===== src/flash_gate_consts.svh =====
`ifndef FLASH_GATE_CONSTS_SVH
`define FLASH_GATE_CONSTS_SVH

// Opcodes
`define OP_RESUME_A     8'h7a
`define OP_RESUME_B     8'h30
`define OP_SUSPEND_A    8'h75
`define OP_SUSPEND_B    8'hb0
`define OP_PD_ENTRY     8'hb9
`define OP_RELEASE_ID   8'hab
`define OP_RESET_EN     8'h66
`define OP_RESET        8'h99
`define OP_WREN         8'h06
`define OP_WRDI         8'h04
`define OP_NOP          8'h00
`define OP_RD_NORMAL    8'h03
`define OP_RD_FAST      8'h0b
`define OP_RD_DUAL_IO   8'hbb
`define OP_RD_DUAL_OUT  8'h3b
`define OP_RD_QUAD_IO   8'heb
`define OP_RD_QUAD_OUT  8'h6b
`define OP_RD_DTR       8'h0d
`define OP_RD_DUAL_DTR  8'hbd
`define OP_RD_QUAD_DTR  8'hed
`define OP_PP_SERIAL    8'h02
`define OP_PP_QUAD_A    8'h32
`define OP_PP_QUAD_B    8'h38
`define OP_SEC_UNLOCK   8'h26
`define OP_SEC_LOCK     8'h24
`define OP_RD_STATUS    8'h05
`define OP_RD_FUNC      8'h48
`define OP_ERR_CLEAR    8'h82
`define OP_RD_JEDEC     8'h9f
`define OP_RD_MFR_DEV   8'h90
`define OP_RD_JEDEC_Q   8'haf
`define OP_RD_UID       8'h4b
`define OP_RD_PARAM_TBL 8'h5a
`define OP_RD_INFO_ROW  8'h68
`define OP_RD_BOOT_REG  8'h14
`define OP_SET_VPAR_A   8'hc0
`define OP_SET_VPAR_B   8'h63
`define OP_SET_VEPAR    8'h83
`define OP_RD_PAR       8'h61
`define OP_RD_EPAR      8'h81

// Function register layout
`define FUNC_PROGRAM_SUSPENDED_FLAG_BIT   2
`define FUNC_ERASE_SUSPENDED_FLAG_BIT   3
`define FUNC_RESET_VAL  8'h00

// Opcode shifting
`define BITS_PER_OP     5'h08
`define STEP_SERIAL     5'h01
`define STEP_NIBBLE     5'h04
`define BIT_COUNT_MAX   5'h1f

// Timing
`define CLK_PERIOD_NS   4
`define PD_ENTRY_NS     3000
`define PD_ENTRY_CYCLES ((`PD_ENTRY_NS) / (`CLK_PERIOD_NS))
`define PD_CNT_ZERO     10'h000
`define PD_CNT_ONE      10'h001

`endif


===== src/flash_gate_pkg.sv =====
`default_nettype none
package flash_gate_pkg;

    typedef enum logic [2:0] {
        PD_ACTIVE   = 3'b001,
        PD_ENTERING = 3'b010,
        PD_DOWN     = 3'b100
    } pd_state_type;

endpackage
`default_nettype wire


===== src/suspend_resume_power_down_gate.sv =====
`include "flash_gate_consts.svh"
`default_nettype none
module suspend_resume_power_down_gate
    import flash_gate_pkg::*;
(
    // Clock, reset, enable
    input  wire logic       clk_sys_i,
    input  wire logic       rst_n_i,
    input  wire logic       en_i,
    // Host link pins
    input  wire logic       cs_n_i,
    input  wire logic       sck_i,
    input  wire logic [3:0] io_i,
    // Write engine side
    input  wire logic       four_bit_command_mode_i,
    input  wire logic       write_in_progress_i,
    input  wire logic       erase_busy_i,
    input  wire logic       program_busy_i,
    input  wire logic       chip_erase_busy_i,
    input  wire logic       engine_done_i,
    // Command decisions
    output logic      [7:0] opcode_o,
    output logic            opcode_valid_o,
    output logic            opcode_ignored_o,
    output logic            resume_o,
    output logic            suspend_erase_o,
    output logic            suspend_program_o,
    output logic            soft_reset_o,
    // Status
    output logic            erase_suspended_flag_o,
    output logic            program_suspended_flag_o,
    output logic      [7:0] function_suspend_bits_o,
    output logic            write_enable_latch_o,
    output logic            write_in_progress_o,
    output logic            power_down_o
);

    // ****************************************************************
    // Opcode classes
    // ****************************************************************

    function automatic logic is_read_op(input logic [7:0] op);
        is_read_op = (op == `OP_RD_NORMAL)   || (op == `OP_RD_FAST)
                  || (op == `OP_RD_DUAL_IO)  || (op == `OP_RD_DUAL_OUT)
                  || (op == `OP_RD_QUAD_IO)  || (op == `OP_RD_QUAD_OUT)
                  || (op == `OP_RD_DTR)      || (op == `OP_RD_DUAL_DTR)
                  || (op == `OP_RD_QUAD_DTR);
    endfunction

    function automatic logic is_suspend_op(input logic [7:0] op);
        is_suspend_op = (op == `OP_SUSPEND_A) || (op == `OP_SUSPEND_B);
    endfunction

    function automatic logic is_resume_op(input logic [7:0] op);
        is_resume_op = (op == `OP_RESUME_A) || (op == `OP_RESUME_B);
    endfunction

    function automatic logic is_erase_only_op(input logic [7:0] op);
        is_erase_only_op = (op == `OP_PP_SERIAL) || (op == `OP_PP_QUAD_A)
                        || (op == `OP_PP_QUAD_B) || (op == `OP_WREN)
                        || is_suspend_op(op)
                        || (op == `OP_SEC_UNLOCK) || (op == `OP_SEC_LOCK);
    endfunction

    function automatic logic is_common_op(input logic [7:0] op);
        is_common_op = (op == `OP_RD_STATUS)    || (op == `OP_RD_FUNC)
                    || (op == `OP_ERR_CLEAR)    || is_resume_op(op)
                    || (op == `OP_RELEASE_ID)   || (op == `OP_RD_JEDEC)
                    || (op == `OP_RD_MFR_DEV)   || (op == `OP_RD_JEDEC_Q)
                    || (op == `OP_RD_PARAM_TBL) || (op == `OP_RD_UID)
                    || (op == `OP_RD_INFO_ROW)  || (op == `OP_RD_BOOT_REG)
                    || (op == `OP_SET_VPAR_A)   || (op == `OP_SET_VPAR_B)
                    || (op == `OP_SET_VEPAR)    || (op == `OP_RD_PAR)
                    || (op == `OP_RD_EPAR)      || (op == `OP_NOP)
                    || (op == `OP_RESET_EN)     || (op == `OP_RESET);
    endfunction

    // Whether the current mode lets an opcode through
    function automatic logic op_allowed(input logic [7:0]   op,
                                        input logic         erase_suspended_flag,
                                        input logic         program_suspended_flag,
                                        input pd_state_type pd,
                                        input logic         write_in_progress);
        logic ok;
        ok = 1'b1;
        if (pd != PD_ACTIVE)
            ok = (op == `OP_RELEASE_ID);
        else if (erase_suspended_flag || program_suspended_flag)
            ok = is_read_op(op)
              || (erase_suspended_flag && !program_suspended_flag && is_erase_only_op(op))
              || is_common_op(op);
        if ((op == `OP_RELEASE_ID) && write_in_progress)
            ok = 1'b0;
        op_allowed = ok;
    endfunction

    // ****************************************************************
    // Pin synchronisers and opcode capture
    // ****************************************************************

    logic [5:0] pins_s;
    logic       cs_n_s;
    logic [4:0] bit_count;
    logic [7:0] shifted_op;
    logic       op_latched;

    pin_sync #(
        .WIDTH (6)
    ) u_pin_sync (
        .clk_sys_i (clk_sys_i),
        .rst_n_i   (rst_n_i),
        .en_i      (en_i),
        .pin_i     ({cs_n_i, sck_i, io_i}),
        .sync_o    (pins_s)
    );

    assign cs_n_s = pins_s[5];

    opcode_shifter u_opcode_shifter (
        .clk_sys_i     (clk_sys_i),
        .rst_n_i       (rst_n_i),
        .en_i          (en_i),
        .cs_n_s_i      (cs_n_s),
        .sck_s_i       (pins_s[4]),
        .io_s_i        (pins_s[3:0]),
        .nibble_mode_i (four_bit_command_mode_i),
        .opcode_o      (shifted_op),
        .bit_count_o   (bit_count),
        .latched_o     (op_latched)
    );

    // ****************************************************************
    // Command state
    // ****************************************************************

    pd_state_type pd_state_q;
    pd_state_type pd_state_d;
    logic [9:0]   pd_cnt_q;
    logic [9:0]   pd_cnt_d;
    logic         cs_prev_q;
    logic         cs_prev_d;
    logic         accepted_q;
    logic         accepted_d;
    logic         rst_armed_q;
    logic         rst_armed_d;
    logic         erase_suspended_flag_q;
    logic         erase_suspended_flag_d;
    logic         program_suspended_flag_q;
    logic         program_suspended_flag_d;
    logic         wel_q;
    logic         wel_d;
    logic         wip_q;
    logic         wip_d;
    logic [7:0]   opcode_q;
    logic [7:0]   opcode_d;
    logic         valid_q;
    logic         valid_d;
    logic         ignored_q;
    logic         ignored_d;
    logic         resume_q;
    logic         resume_d;
    logic         sus_e_q;
    logic         sus_e_d;
    logic         sus_p_q;
    logic         sus_p_d;
    logic         srst_q;
    logic         srst_d;
    logic         cs_rise;
    logic         frame_exact;

    always_comb
    begin
        cs_rise     = cs_n_s && !cs_prev_q;
        // Standalone opcodes act only when the frame held exactly one opcode cycle
        frame_exact = (bit_count == `BITS_PER_OP);
        pd_state_d  = pd_state_q;
        pd_cnt_d    = pd_cnt_q;
        cs_prev_d   = cs_prev_q;
        accepted_d  = accepted_q;
        rst_armed_d = rst_armed_q;
        erase_suspended_flag_d      = erase_suspended_flag_q;
        program_suspended_flag_d      = program_suspended_flag_q;
        wel_d       = wel_q;
        wip_d       = wip_q;
        opcode_d    = opcode_q;
        valid_d     = valid_q && !en_i;
        ignored_d   = ignored_q && !en_i;
        resume_d    = resume_q && !en_i;
        sus_e_d     = sus_e_q && !en_i;
        sus_p_d     = sus_p_q && !en_i;
        srst_d      = srst_q && !en_i;
        if (en_i)
        begin
            cs_prev_d = cs_n_s;
            wip_d     = write_in_progress_i;
            if (engine_done_i)
                wel_d = 1'b0;
            if (op_latched)
            begin
                opcode_d   = shifted_op;
                accepted_d = op_allowed(shifted_op, erase_suspended_flag_q, program_suspended_flag_q, pd_state_q, wip_q);
                valid_d    = accepted_d;
                ignored_d  = !accepted_d;
            end
            if (cs_rise)
            begin
                accepted_d = 1'b0;
                if (accepted_q && frame_exact)
                begin
                    rst_armed_d = (opcode_q == `OP_RESET_EN);
                    if (is_resume_op(opcode_q))
                    begin
                        // Latest suspension is undone first
                        resume_d = erase_suspended_flag_q || program_suspended_flag_q;
                        if (program_suspended_flag_q)
                            program_suspended_flag_d = 1'b0;
                        else
                            erase_suspended_flag_d = 1'b0;
                    end
                    else if (is_suspend_op(opcode_q))
                    begin
                        if (program_busy_i && !program_suspended_flag_q)
                        begin
                            program_suspended_flag_d  = 1'b1;
                            wel_d   = 1'b0;
                            sus_p_d = 1'b1;
                        end
                        else if (erase_busy_i && !chip_erase_busy_i && !erase_suspended_flag_q)
                        begin
                            erase_suspended_flag_d  = 1'b1;
                            wel_d   = 1'b0;
                            sus_e_d = 1'b1;
                        end
                    end
                    else if (opcode_q == `OP_WREN)
                        wel_d = 1'b1;
                    else if (opcode_q == `OP_WRDI)
                        wel_d = 1'b0;
                    else if ((opcode_q == `OP_RESET) && rst_armed_q)
                    begin
                        srst_d = 1'b1;
                        erase_suspended_flag_d = 1'b0;
                        program_suspended_flag_d = 1'b0;
                        wel_d  = 1'b0;
                    end
                    else if ((opcode_q == `OP_PD_ENTRY) && (pd_state_q == PD_ACTIVE))
                    begin
                        pd_state_d = PD_ENTERING;
                        pd_cnt_d   = 10'(`PD_ENTRY_CYCLES);
                    end
                    else if ((opcode_q == `OP_RELEASE_ID) && (pd_state_q != PD_ACTIVE))
                        pd_state_d = PD_ACTIVE;
                end
                else
                    rst_armed_d = 1'b0;
            end
            unique case (pd_state_q)
                PD_ACTIVE:
                    ;
                PD_ENTERING:
                begin
                    if (pd_state_d == PD_ENTERING)
                    begin
                        if (pd_cnt_q <= `PD_CNT_ONE)
                            pd_state_d = PD_DOWN;
                        else
                            pd_cnt_d = pd_cnt_q - `PD_CNT_ONE;
                    end
                end
                PD_DOWN:
                    ;
                default:
                    pd_state_d = PD_ACTIVE;
            endcase
        end
    end

    always_ff @(posedge clk_sys_i or negedge rst_n_i)
    begin
        if (!rst_n_i)
        begin
            pd_state_q  <= PD_ACTIVE;
            pd_cnt_q    <= `PD_CNT_ZERO;
            cs_prev_q   <= 1'b1;
            accepted_q  <= 1'b0;
            rst_armed_q <= 1'b0;
            erase_suspended_flag_q      <= 1'b0;
            program_suspended_flag_q      <= 1'b0;
            wel_q       <= 1'b0;
            wip_q       <= 1'b0;
            opcode_q    <= 8'h00;
            valid_q     <= 1'b0;
            ignored_q   <= 1'b0;
            resume_q    <= 1'b0;
            sus_e_q     <= 1'b0;
            sus_p_q     <= 1'b0;
            srst_q      <= 1'b0;
        end
        else
        begin
            pd_state_q  <= pd_state_d;
            pd_cnt_q    <= pd_cnt_d;
            cs_prev_q   <= cs_prev_d;
            accepted_q  <= accepted_d;
            rst_armed_q <= rst_armed_d;
            erase_suspended_flag_q      <= erase_suspended_flag_d;
            program_suspended_flag_q      <= program_suspended_flag_d;
            wel_q       <= wel_d;
            wip_q       <= wip_d;
            opcode_q    <= opcode_d;
            valid_q     <= valid_d;
            ignored_q   <= ignored_d;
            resume_q    <= resume_d;
            sus_e_q     <= sus_e_d;
            sus_p_q     <= sus_p_d;
            srst_q      <= srst_d;
        end
    end

    // ****************************************************************
    // Outputs
    // ****************************************************************

    always_comb
    begin
        function_suspend_bits_o                 = `FUNC_RESET_VAL;
        function_suspend_bits_o[`FUNC_PROGRAM_SUSPENDED_FLAG_BIT] = program_suspended_flag_q;
        function_suspend_bits_o[`FUNC_ERASE_SUSPENDED_FLAG_BIT] = erase_suspended_flag_q;
    end

    assign opcode_o                 = opcode_q;
    assign opcode_valid_o           = valid_q;
    assign opcode_ignored_o         = ignored_q;
    assign resume_o                 = resume_q;
    assign suspend_erase_o          = sus_e_q;
    assign suspend_program_o        = sus_p_q;
    assign soft_reset_o             = srst_q;
    assign erase_suspended_flag_o   = erase_suspended_flag_q;
    assign program_suspended_flag_o = program_suspended_flag_q;
    assign write_enable_latch_o     = wel_q;
    assign write_in_progress_o      = wip_q;
    assign power_down_o             = (pd_state_q == PD_DOWN);

endmodule
`default_nettype wire


===== src/pin_sync.sv =====
`default_nettype none
module pin_sync #(
    parameter int WIDTH = 1
) (
    // Clock and reset
    input  wire logic             clk_sys_i,
    input  wire logic             rst_n_i,
    input  wire logic             en_i,
    // Pins
    input  wire logic [WIDTH-1:0] pin_i,
    output logic      [WIDTH-1:0] sync_o
);

    logic [WIDTH-1:0] meta_q;
    logic [WIDTH-1:0] meta_d;
    logic [WIDTH-1:0] sync_q;
    logic [WIDTH-1:0] sync_d;

    always_comb
    begin
        meta_d = en_i ? pin_i : meta_q;
        sync_d = en_i ? meta_q : sync_q;
    end

    // Stage one feeds only stage two
    always_ff @(posedge clk_sys_i or negedge rst_n_i)
    begin
        if (!rst_n_i)
        begin
            meta_q <= '1;
            sync_q <= '1;
        end
        else
        begin
            meta_q <= meta_d;
            sync_q <= sync_d;
        end
    end

    assign sync_o = sync_q;

endmodule
`default_nettype wire


===== src/opcode_shifter.sv =====
`include "flash_gate_consts.svh"
`default_nettype none
module opcode_shifter (
    // Clock and reset
    input  wire logic       clk_sys_i,
    input  wire logic       rst_n_i,
    input  wire logic       en_i,
    // Synchronised link
    input  wire logic       cs_n_s_i,
    input  wire logic       sck_s_i,
    input  wire logic [3:0] io_s_i,
    input  wire logic       nibble_mode_i,
    // Opcode out
    output logic      [7:0] opcode_o,
    output logic      [4:0] bit_count_o,
    output logic            latched_o
);

    logic [7:0] shift_q;
    logic [7:0] shift_d;
    logic [4:0] count_q;
    logic [4:0] count_d;
    logic       sck_prev_q;
    logic       sck_prev_d;
    logic       latched_q;
    logic       latched_d;
    logic       rise;
    logic [5:0] sum;
    logic [4:0] step;

    always_comb
    begin
        rise       = sck_s_i && !sck_prev_q;
        step       = nibble_mode_i ? `STEP_NIBBLE : `STEP_SERIAL;
        sum        = {1'b0, count_q} + {1'b0, step};
        sck_prev_d = sck_prev_q;
        shift_d    = shift_q;
        count_d    = count_q;
        latched_d  = latched_q && !en_i;
        if (en_i)
        begin
            sck_prev_d = sck_s_i;
            if (cs_n_s_i)
            begin
                count_d = 5'h00;
            end
            else if (rise)
            begin
                // Opcode bits only matter up to the first byte
                if (count_q < `BITS_PER_OP)
                begin
                    if (nibble_mode_i)
                        shift_d = {shift_q[3:0], io_s_i};
                    else
                        shift_d = {shift_q[6:0], io_s_i[0]};
                end
                count_d   = sum[5] ? `BIT_COUNT_MAX : sum[4:0];
                latched_d = (count_q < `BITS_PER_OP) && (sum[4:0] >= `BITS_PER_OP);
            end
        end
    end

    always_ff @(posedge clk_sys_i or negedge rst_n_i)
    begin
        if (!rst_n_i)
        begin
            shift_q    <= 8'h00;
            count_q    <= 5'h00;
            // Synchroniser resets high too, so no false edge follows reset
            sck_prev_q <= 1'b1;
            latched_q  <= 1'b0;
        end
        else
        begin
            shift_q    <= shift_d;
            count_q    <= count_d;
            sck_prev_q <= sck_prev_d;
            latched_q  <= latched_d;
        end
    end

    assign opcode_o    = shift_q;
    assign bit_count_o = count_q;
    assign latched_o   = latched_q;

endmodule
`default_nettype wire


===== config.mk =====
export PLATFORM = sky130hd
export DESIGN_NAME = suspend_resume_power_down_gate
export DESIGN_NICKNAME = d
export VERILOG_FILES = /design/src/flash_gate_pkg.sv /design/src/suspend_resume_power_down_gate.sv /design/src/pin_sync.sv /design/src/opcode_shifter.sv
export VERILOG_INCLUDE_DIRS = /design/src
export SDC_FILE = /design/constraint.sdc
export NUM_CORES = 1
export LEC_CHECK = 0
export BUFFER_PORTS_ARGS = -buffer_cell sky130_fd_sc_hd__buf_2
export CORE_AREA = 2 2 100 102
export DETAILED_ROUTE_END_ITERATION = 16
export DIE_AREA = 0 0 102 104
export HOLD_SLACK_MARGIN = 0.15
export PLACE_DENSITY_LB_ADDON = 0.15
export SKIP_LAST_GASP = 1
export SLEW_MARGIN = 20
export SYNTH_ARGS = -nofsm -noshare
export SYNTH_HDL_FRONTEND = slang
export SYNTH_HIERARCHICAL = 1
export SYNTH_SLANG_ARGS = --single-unit

===== constraint.sdc =====
create_clock -name clk_sys_i -period 2.03 [get_ports clk_sys_i]
set_input_delay 0.609 -clock clk_sys_i [delete_from_list [all_inputs] [get_ports clk_sys_i]]
set_output_delay 0.609 -clock clk_sys_i [all_outputs]
set_load 0.02 [all_outputs]

* Word level (Yosys, flattened, before mapping)
Cells that the tools add are included.
Operators by class: $add $sub $neg 2, multipliers 0, divide/modulo/power cells 0, $lt $le $gt $ge 3, equality and inequality tests 59, shift operators 0, mux-type cells 90, bitwise gates (word level) 1, reductions and logical operators 79
Operator list (number):
- 8-bit == test, second input constant | 18
- 10-bit 2-to-1 mux | 11
- 8-bit by 7-bit == test with 1-bit output, second input constant | 13
- 1-bit 2-to-1 mux | 61
- 8-bit by 6-bit == test with 1-bit output, second input constant | 7
- 1-bit logical OR | 40
- 3-bit 2-to-1 mux | 13
- 8-bit by 3-bit == test with 1-bit output, second input constant | 4
- 1-bit logical AND | 20
- 8-bit by 2-bit == test with 1-bit output, second input constant | 2
- 8-bit by 4-bit == test with 1-bit output, second input constant | 2
- 5-bit 2-to-1 mux | 3
- 10-bit by 1-bit less-or-equal comparator with 1-bit output, second input constant | 1
- 10-bit by 1-bit subtractor with 10-bit output, second input constant | 1
- 3-bit != test, second input constant | 3
- 9-bit AND reduction | 1
- 8-bit by 5-bit == test with 1-bit output, second input constant | 1
- 8-bit zero test | 1
- 8-bit 2-to-1 mux | 1
- 2-bit AND reduction | 4
- 1-bit zero test | 7
- 7-bit AND reduction | 1
- 5-bit by 5-bit adder with 6-bit output | 1
- 3-bit by 2-bit == test with 1-bit output, second input constant | 2
- 14 further kinds | 16
Storage, ports and cells: flip-flop bits (word level) 61, bits in latches 0, memory bits (writable) 0, bits in read-only memories 0, input bits 15, memories kept 0

* Depth between registers and ports, before layout
Gate-level depths: netlist of the first run.
depth after elaboration 29, depth in mapped cells 8, depth with buffers taken out 8

* Modules after synthesis
Netlist of the first run, hierarchy kept.
Modules (own cells, without submodules):
- suspend_resume_power_down_gate | times used 1, cells each 281, area an instance 2412.3 µm², sequential area each 853.3 µm²
- opcode_shifter | times used 1, cells each 63, area an instance 828.3 µm², sequential area each 376.6 µm²
- pin_sync | times used 1, cells each 25, area an instance 499.2 µm², sequential area each 315.3 µm²

* Least setup slack after synthesis of the first run
OpenSTA, ideal clock, no wires.
path kind register -> register, start point register u_pin_sync.sync_q[5], in the netlist u_pin_sync/sync_o[5], end point register pd_state_q[2], setup time 0.065 ns, data arrival time 1.881 ns, required time 1.965 ns, path slack 0.084 ns, stages on the path, launching flop included 7, path buffers 1, period minus slack after synthesis 1.946 ns, cell sequence dfstp_2 nor2b_1 nand4b_2 or2_0 clkbuf_1 a2111oi_0 a211o_1
On the way: word-level cells in the longest chain between the ends 6, elaborated cells on any way between the ends 7, those cells by class 1 x eq/ne; 5 x mux; 1 x reduce/logical
Ends and longest elaborated chain:
- from (decl) | RTL line pin_sync.sv:16 | logic [WIDTH-1:0] sync_q;
- from (signal assigned) | RTL line pin_sync.sv:36 | sync_q <= sync_d;
- 1-bit logical AND (*) | RTL line suspend_resume_power_down_gate.sv:173 | cs_rise = cs_n_s && !cs_prev_q;
- 3-bit 2-to-1 mux (*) | RTL line suspend_resume_power_down_gate.sv:205 | if (cs_rise)
- 3-bit 2-to-1 mux (*) | RTL line suspend_resume_power_down_gate.sv:192 | if (en_i)
- 3-bit by 2-bit == test with 1-bit output or 3-bit 2-to-1 mux (tied branches) | RTL line suspend_resume_power_down_gate.sv:262, suspend_resume_power_down_gate.sv:264
- 3-bit 2-to-1 mux | RTL line suspend_resume_power_down_gate.sv:262 | if (pd_state_d == PD_ENTERING)
- 3-bit case mux with 2 select lines (*) | RTL line suspend_resume_power_down_gate.sv:257 | unique case (pd_state_q)
- to (signal assigned) | RTL line suspend_resume_power_down_gate.sv:301 | pd_state_q <= pd_state_d;
- to (decl) | RTL line suspend_resume_power_down_gate.sv:136 | pd_state_type pd_state_q;
Mark *: on every way between the ends. The rest lies on a longest branch, timed or not. The select of a mux whose other input is x is not followed. A chain may end at the register's enable or synchronous reset.

* Final worst setup path of the first run
start point register u_opcode_shifter.count_q[0], in the netlist u_opcode_shifter/bit_count_o[0], end point register pd_state_q[2]
On the way: word-level cells in the longest chain between the ends 8, elaborated cells on any way between the ends 9, those cells by class 2 x eq/ne; 6 x mux; 1 x reduce/logical
Ends and longest elaborated chain:
- from (decl) | RTL line opcode_shifter.sv:21 | logic [4:0] count_q;
- from (signal assigned) | RTL line opcode_shifter.sv:76 | count_q <= count_d;
- 5-bit by 4-bit == test with 1-bit output (no line) (*)
- 1-bit logical AND (*) | RTL line suspend_resume_power_down_gate.sv:208 | if (accepted_q && frame_exact)
- 3-bit 2-to-1 mux (*) | RTL line suspend_resume_power_down_gate.sv:208
- 3-bit 2-to-1 mux (*) | RTL line suspend_resume_power_down_gate.sv:205
- 3-bit 2-to-1 mux (*) | RTL line suspend_resume_power_down_gate.sv:192
- 3-bit by 2-bit == test with 1-bit output or 3-bit 2-to-1 mux (tied branches) | RTL line suspend_resume_power_down_gate.sv:262, suspend_resume_power_down_gate.sv:264
- 3-bit 2-to-1 mux | RTL line suspend_resume_power_down_gate.sv:262
- 3-bit case mux with 2 select lines (*) | RTL line suspend_resume_power_down_gate.sv:257
Marks and branches as above.

==> results of run 1 <==
[critical path, delay by kind of cell, from the launching register on]
family / cells / cell delay [ns]
DFF: 1 / 0.43
AOI/OAI and AO/OA: 3 / 0.53
and+or+nand+nor: 3 / 0.89
[path summary, 6_finish.rpt]
kind / start / to / depth (start not counted) / slack (ns)
setup / recovery: u_opcode_shifter/bit_count_o[0] / pd_state_q[2] / 6 / 0.06
hold / removal: rst_n_i / pd_cnt_q[1] / 2 / 0.27
setup reg to reg: u_opcode_shifter/bit_count_o[0] / pd_state_q[2] / 6 / 0.06
hold reg to reg: flop / flop / 1 / 0.49
max in group asynchronous: rst_n_i / pd_state_q[0] / 2 / 1.45
min in group clk_sys_i: flop / flop / 1 / 0.49
[power by group]
group / switching, uW / internal (uW)
Sequential: 207 / 1410
Combinational: 756 / 730
Clock: 477 / 577
[final cells by class]
cell class / count / area (um^2) / area share (%)
clock buffers: 15 / 186 / 4.12
clock inverters: 1 / 5.00 / 0.111
inverters: 18 / 67.6 / 1.49
multi-input cells: 266 / 2040 / 45.0
flip-flops and latches: 61 / 1550 / 34.2
well taps: 133 / 166 / 3.68
repair buffers: 77 / 515 / 11.4
[registers in the layout, indices dropped and copies added, names as in the netlist, named ones only]
register	cells
accepted_q	1
cs_prev_q	1
erase_suspended_flag_o	1
opcode_o	8
pd_cnt_q	10
pd_state_q	3
program_suspended_flag_o	1
rst_armed_q	1
u_opcode_shifter/bit_count_o	5
u_opcode_shifter/latched_o	1
u_opcode_shifter/opcode_o	8
u_opcode_shifter/sck_prev_q	1
u_pin_sync/meta_q	6
u_pin_sync/sync_o	6
write_enable_latch_o	1
write_in_progress_o	1
[stage by stage]
stage | total power [uW] | hold slack [ns] | util, % | std cells
after floorplan | 2570 | 0.313 | - | 374
after global placement | 3080 | 0.486 | 44.6 | 552
after detailed placement | 3090 | 0.474 | 44.6 | 552
after CTS | 4170 | 0.274 | 46.6 | 568
after global routing | 4430 | 0.279 | 47.4 | 571
final | 4150 | 0.273 | 47.4 | 571
[Yosys cell counts (2+ instances only)]
cell	n	area share [%]
a31oi_1	10	1.7
nand2_1	25	2.5
o2111ai_1	2	0.47
nor3_1	9	1.2
nor4b_1	3	0.70
and4b_1	2	0.54
o22ai_1	4	0.67
buf_4	8	1.6
or3_4	3	0.90
inv_1	18	1.8
and3b_1	2	0.47
buf_2	2	0.27
nand3_1	10	1.3
xor2_1	6	1.4
a21o_1	4	0.80
nand3b_1	3	0.60
nor2_1	15	1.5
nor3b_1	5	1.0
xnor2_1	2	0.47
a32o_1	2	0.54
a211oi_1	2	0.40
clkbuf_1	15	1.5
buf_6	2	0.60
mux2i_1	4	1.1
and2_1	2	0.33
a211o_1	2	0.47
o32ai_1	3	0.70
mux2_2	15	4.5
nand4_1	9	1.5
dfstp_2	15	11
o21ai_0	24	3.2
nor4_4	2	1.1
or3_1	2	0.33
ha_1	5	1.7
o211ai_1	3	0.60
a21oi_1	16	2.1
dfrtp_1	46	31
nor2b_1	8	1.3
mux2_4	18	7.2
and3_1	3	0.50
o2bb2ai_1	4	0.94
nor4_1	4	0.67
[metal layers]
layer  vias up  track usage, %  part of all wire (%)
met5         -               0                     0
met4         0            6.76                   2.0
met3        16            3.09                   4.2
met2        93            25.6                    45
met1      1484            24.9                    49
li1       1478               -                     -
[timing repair]
| action | 4_1_cts | 5_1_grt |
|---|---|---|
| endpoints found under the setup margin | 1 | 16 |
| pin swaps | 0 | 3 |
| setup buffers | 0 | 3 |
| resized for setup | 1 | 9 |
[cells by family after synthesis]
group | count (synthesis)
flip-flops | 61
buffers and inverters | 47
multiplexers | 37
adder cells (fa/ha/maj) | 5
AND/OR/NAND/NOR | 124
XOR/XNOR | 8
AO/OA/AOI/OAI | 86
other | 1
==> flow_summary.yaml, run 1 <==
setup_path:
  cpPeakStageDelay_ns: 0.43
  path_max_fanout: 5
  critical_path.slowest_cell: "dfrtp_1"
  end_kind: "flop"
  cp_cell_sequence: "nor4b_4 > nand4b_4 > or2_1 > a31oi_1 > a2111oi_2 > a211o_1"
  cp-start-kind: "flop"
  cp.required_ns: 2.25
  crit_arrival_ns: 2.19
  path_class: "reg -> reg"
floorplan:
  die_h_um: 104
  die_area_mm2: 0.0106
  core_mm2: 0.00955
  die_w_um: 102
  ioPinCount: 42
  start_util_pct: 39.2
  rows: 36
finish:
  areaGrowthSynthToFinish_pct: 21.0
  final_common_cell: "dfrtp_1"
  fillers: 915
  final_cell_mix: "46 x dfrtp_1, 40 x buf_4, 35 x buf_2"
  antenna_cells: 0
  nets: 453
  layout-drive-gt1-share_pct: 37.0
  finalInstanceArea_mm2: 0.00452
power:
  power.density_mw_per_mm2: 918
  p_leak_uw: 0.00213
  vdd.ir_drop.worst_v: 0.000454
routing:
  routedWlPerCell_um: 15.4
  vias: 3071
  routed_wl_um: 8770
  dr.pass1.iters: 5
  first_iter_violations: 220
  drt.antenna.violating_nets: 0
  via_per_inst: 5.38
  drc: 0
synthesis:
  synth-seq-area-share_pct: 41.3
  yosys.area_share.simple_pct: 21.1
  synthMuxAreaShare_pct: 12.8
  async_flop_share_pct: 100
  synth_top_family_by_area: "simple AND/OR/NAND/NOR gates"
  synth_xor_area_share_pct: 1.87
  syn_inst: 369
  ys_ff_latch: 61
  synth_edf_count: 0
  synth.avg_cell_area_um2: 10.1
  synth_compound_area_share_pct: 15.1
  synth_fa_ha_area_share_pct: 1.67
  synth_ff_type: "dfrtp_1"
  syn_area_mm2: 0.00374
  ys_warn_count: 6
  synth.distinct_cells: 72
place:
  portBuffers: 35
  place_area_mm2: 0.00426
  dp_hpwl_um: 6120
  place_congestion: 0.824
  dp_slack_ns: 0.0108
timing:
  post-route-period-util_pct: 97.0
  clock-skew-final_ns: 0.0134
  setup_viol: 0
  min_period_ns: 1.97
  grt_setup_unrepaired: "yes"
  finalHoldViolations: 0
  tns_ns: 0
  drv_slew: 0
  clock.fmax_mhz: 508
  fin_ws_ns: 0.0602
cts:
  cts-root-buf: "clkbuf_8"
  cts.clk_slew.worst_paths_ns: 0.08
  numCtsBuffers: 9
  h-tree-depth: 3
  ctsLongestPathBuffers: 2
  cts_sinks: 61
  cts_hold_buf: 0
  cts_tree: "yes"
  insertion_delay_ns: 0.34
global_routing:
  grt_max_degree: 62
  antenna_found_initial: 0
  grt_pass1_vias: 2994
  grt_pass1_wl_um: 14600
  grt_overflow_total: 0
  grt_usage_pct: 17.3
job:
  maxCapViolCount: 0
hold_path:
  hold_class: "in -> async"
run_status:
  outcome: "completed"
Note: power is estimated with default switching activity, not from simulation.
==> run 2: changes to the inputs <==
--- a/config.mk
+++ b/config.mk
@@ -11,6 +11,7 @@
 export DETAILED_ROUTE_END_ITERATION = 16
 export DIE_AREA = 0 0 102 104
 export HOLD_SLACK_MARGIN = 0.15
+export MAX_ROUTING_LAYER = met4
 export PLACE_DENSITY_LB_ADDON = 0.15
 export SKIP_LAST_GASP = 1
 export SLEW_MARGIN = 20
==> flow_summary.yaml, run 2 (synthesis gave the netlist of run 1 again) <==
routing:
  vias: 3069
  via_per_inst: 5.37
  first_iter_violations: 204
  maxUsedRoutingLayer: "met4"
  dr.pass1.iters: 5
  drc: 0
  drt.antenna.violating_nets: 0
  routed_wl_um: 8750
  wl_met2_um: 3990
  wirelength_met1_um: 4240
  met3_length_um: 374
  routedWlPerCell_um: 15.3
setup_path:
  cp.required_ns: 2.25
  crit_arrival_ns: 2.19
  path_max_fanout: 5
  cpPeakStageDelay_ns: 0.43
  cpLargestDelayFamily: "simple AND/OR/NAND/NOR gates"
  cp_cell_sequence: "nor4b_4 > nand4b_4 > or2_1 > a31oi_1 > a2111oi_2 > a211o_1"
  cp-start-kind: "flop"
  rrSetupSlack_ns: 0.06
  end_kind: "flop"
  reg2reg_depth: 6
  r2r_start: "u_opcode_shifter/bit_count_o[0]"
  path_class: "reg -> reg"
  cp_num_buf_inv: 0
  critical_path.slowest_cell: "dfrtp_1"
  cp_num_cells: 6
  regToRegEndpoint: "pd_state_q[2]"
floorplan:
  core_mm2: 0.00955
  die_h_um: 104
  die_area_mm2: 0.0106
  start_util_pct: 39.2
  ioPinCount: 42
  die_w_um: 102
  rows: 36
timing:
  finalHoldViolations: 0
  drv_slew: 0
  post-route-period-util_pct: 97.1
  grt_setup_unrepaired: "yes"
  clock-skew-final_ns: 0.0119
  min_period_ns: 1.97
  clock.fmax_mhz: 507
  fin_hold_ws_ns: 0.273
  fin_ws_ns: 0.0587
  setup_viol: 0
cts:
  cts_hold_buf: 0
  cts_tree: "yes"
  h-tree-depth: 3
  cts_sinks: 61
  cts-root-buf: "clkbuf_8"
  ctsLongestPathBuffers: 2
  cts.clk_slew.worst_paths_ns: 0.08
  numCtsBuffers: 9
  insertion_delay_ns: 0.34
place:
  place_area_mm2: 0.00426
  portBuffers: 35
  dp_hpwl_um: 6120
  place_congestion: 0.837
  dp_slack_ns: 0.0108
global_routing:
  grt_max_degree: 62
  grt_pass1_wl_um: 14600
  grt_usage_pct: 17.8
  antenna_found_initial: 0
  grt_overflow_total: 0
  grt_pass1_vias: 2991
finish:
  nets: 453
  areaGrowthSynthToFinish_pct: 21.0
  post-route-util_pct: 47.4
  final_common_cell: "dfrtp_1"
  top_register: "pd_cnt_q"
  finalInstanceArea_mm2: 0.00452
  antenna_cells: 0
  layout-drive-gt1-share_pct: 37.0
  largest_reg_flops: 10
  final_cell_mix: "46 x dfrtp_1, 40 x buf_4, 35 x buf_2"
run_status:
  outcome: "completed"
power:
  p_leak_uw: 0.00213
  power.density_mw_per_mm2: 919
  total_power_uw: 4160
  vdd.ir_drop.worst_v: 0.000453
job:
  maxCapViolCount: 0
hold_path:
  hold_class: "in -> async"
==> run 2: cell counts in the layout (fill, tap and decap cells not counted) <==
No cell type changed its count.
==> run 2: final cells by class <==
cell class | instances | area, um^2
clock buffers | 15 | 186
clock inverters | 1 | 5.00
fillers | 915 | 5020
inverters | 18 | 67.6
multi-input cells | 266 | 2040
flip-flops and latches | 61 | 1550
well taps | 133 | 166
repair buffers | 77 | 515
==> run 2: where the power goes <==
part / internal (uW) / switching (uW) / leakage, uW
logic: 730 / 757 / 0.00126
clock network: 577 / 480 / 0.0000997
registers: 1410 / 207 / 0.000772
==> run 2: per-layer routing <==
layer	up-vias	track usage (%)
met2	93	25.5
met3	14	3.09
met1	1482	25.0
li1	1480	-
met5	-	-
met4	0	6.76
==> run 2: worst max-delay path by stage <==
stage | from | slack [ns] | end
final | u_opcode_shifter/bit_count_o[0] | 0.06 | pd_state_q[2]
after global routing | pd_cnt_q[0] | -0.08 | pd_cnt_q[9]
after CTS | u_opcode_shifter/bit_count_o[0] | 0.004 | pd_cnt_q[4]
after detailed placement | u_opcode_shifter/bit_count_o[0] | 0.01 | pd_state_q[2]
after global placement | u_opcode_shifter/bit_count_o[0] | 0.06 | pd_cnt_q[4]
after floorplan | u_pin_sync/sync_o[5] | 0.08 | pd_state_q[2]
==> run 2: timing repair <==
item | 4_1_cts | 5_1_grt
endpoints found under the setup margin | 1 | 16
pin swaps | 0 | 3
gates resized for setup | 1 | 9
setup buffers | 0 | 3
==> run 2: per-stage QoR <==
step / cells / TNS (ns)
floorplan: 374 / 0
global placement: 552 / 0
detailed placement: 552 / 0
CTS: 568 / 0
global route: 571 / -0.200
finish: 571 / 0
==> run 2: worst register-to-register path, stage by stage (launching register included) <==
cell       delay (ns)
dfrtp_1          0.43
nor4b_4          0.38
nand4b_4         0.18
or2_1            0.33
a31oi_1          0.24
a2111oi_2        0.06
a211o_1          0.24
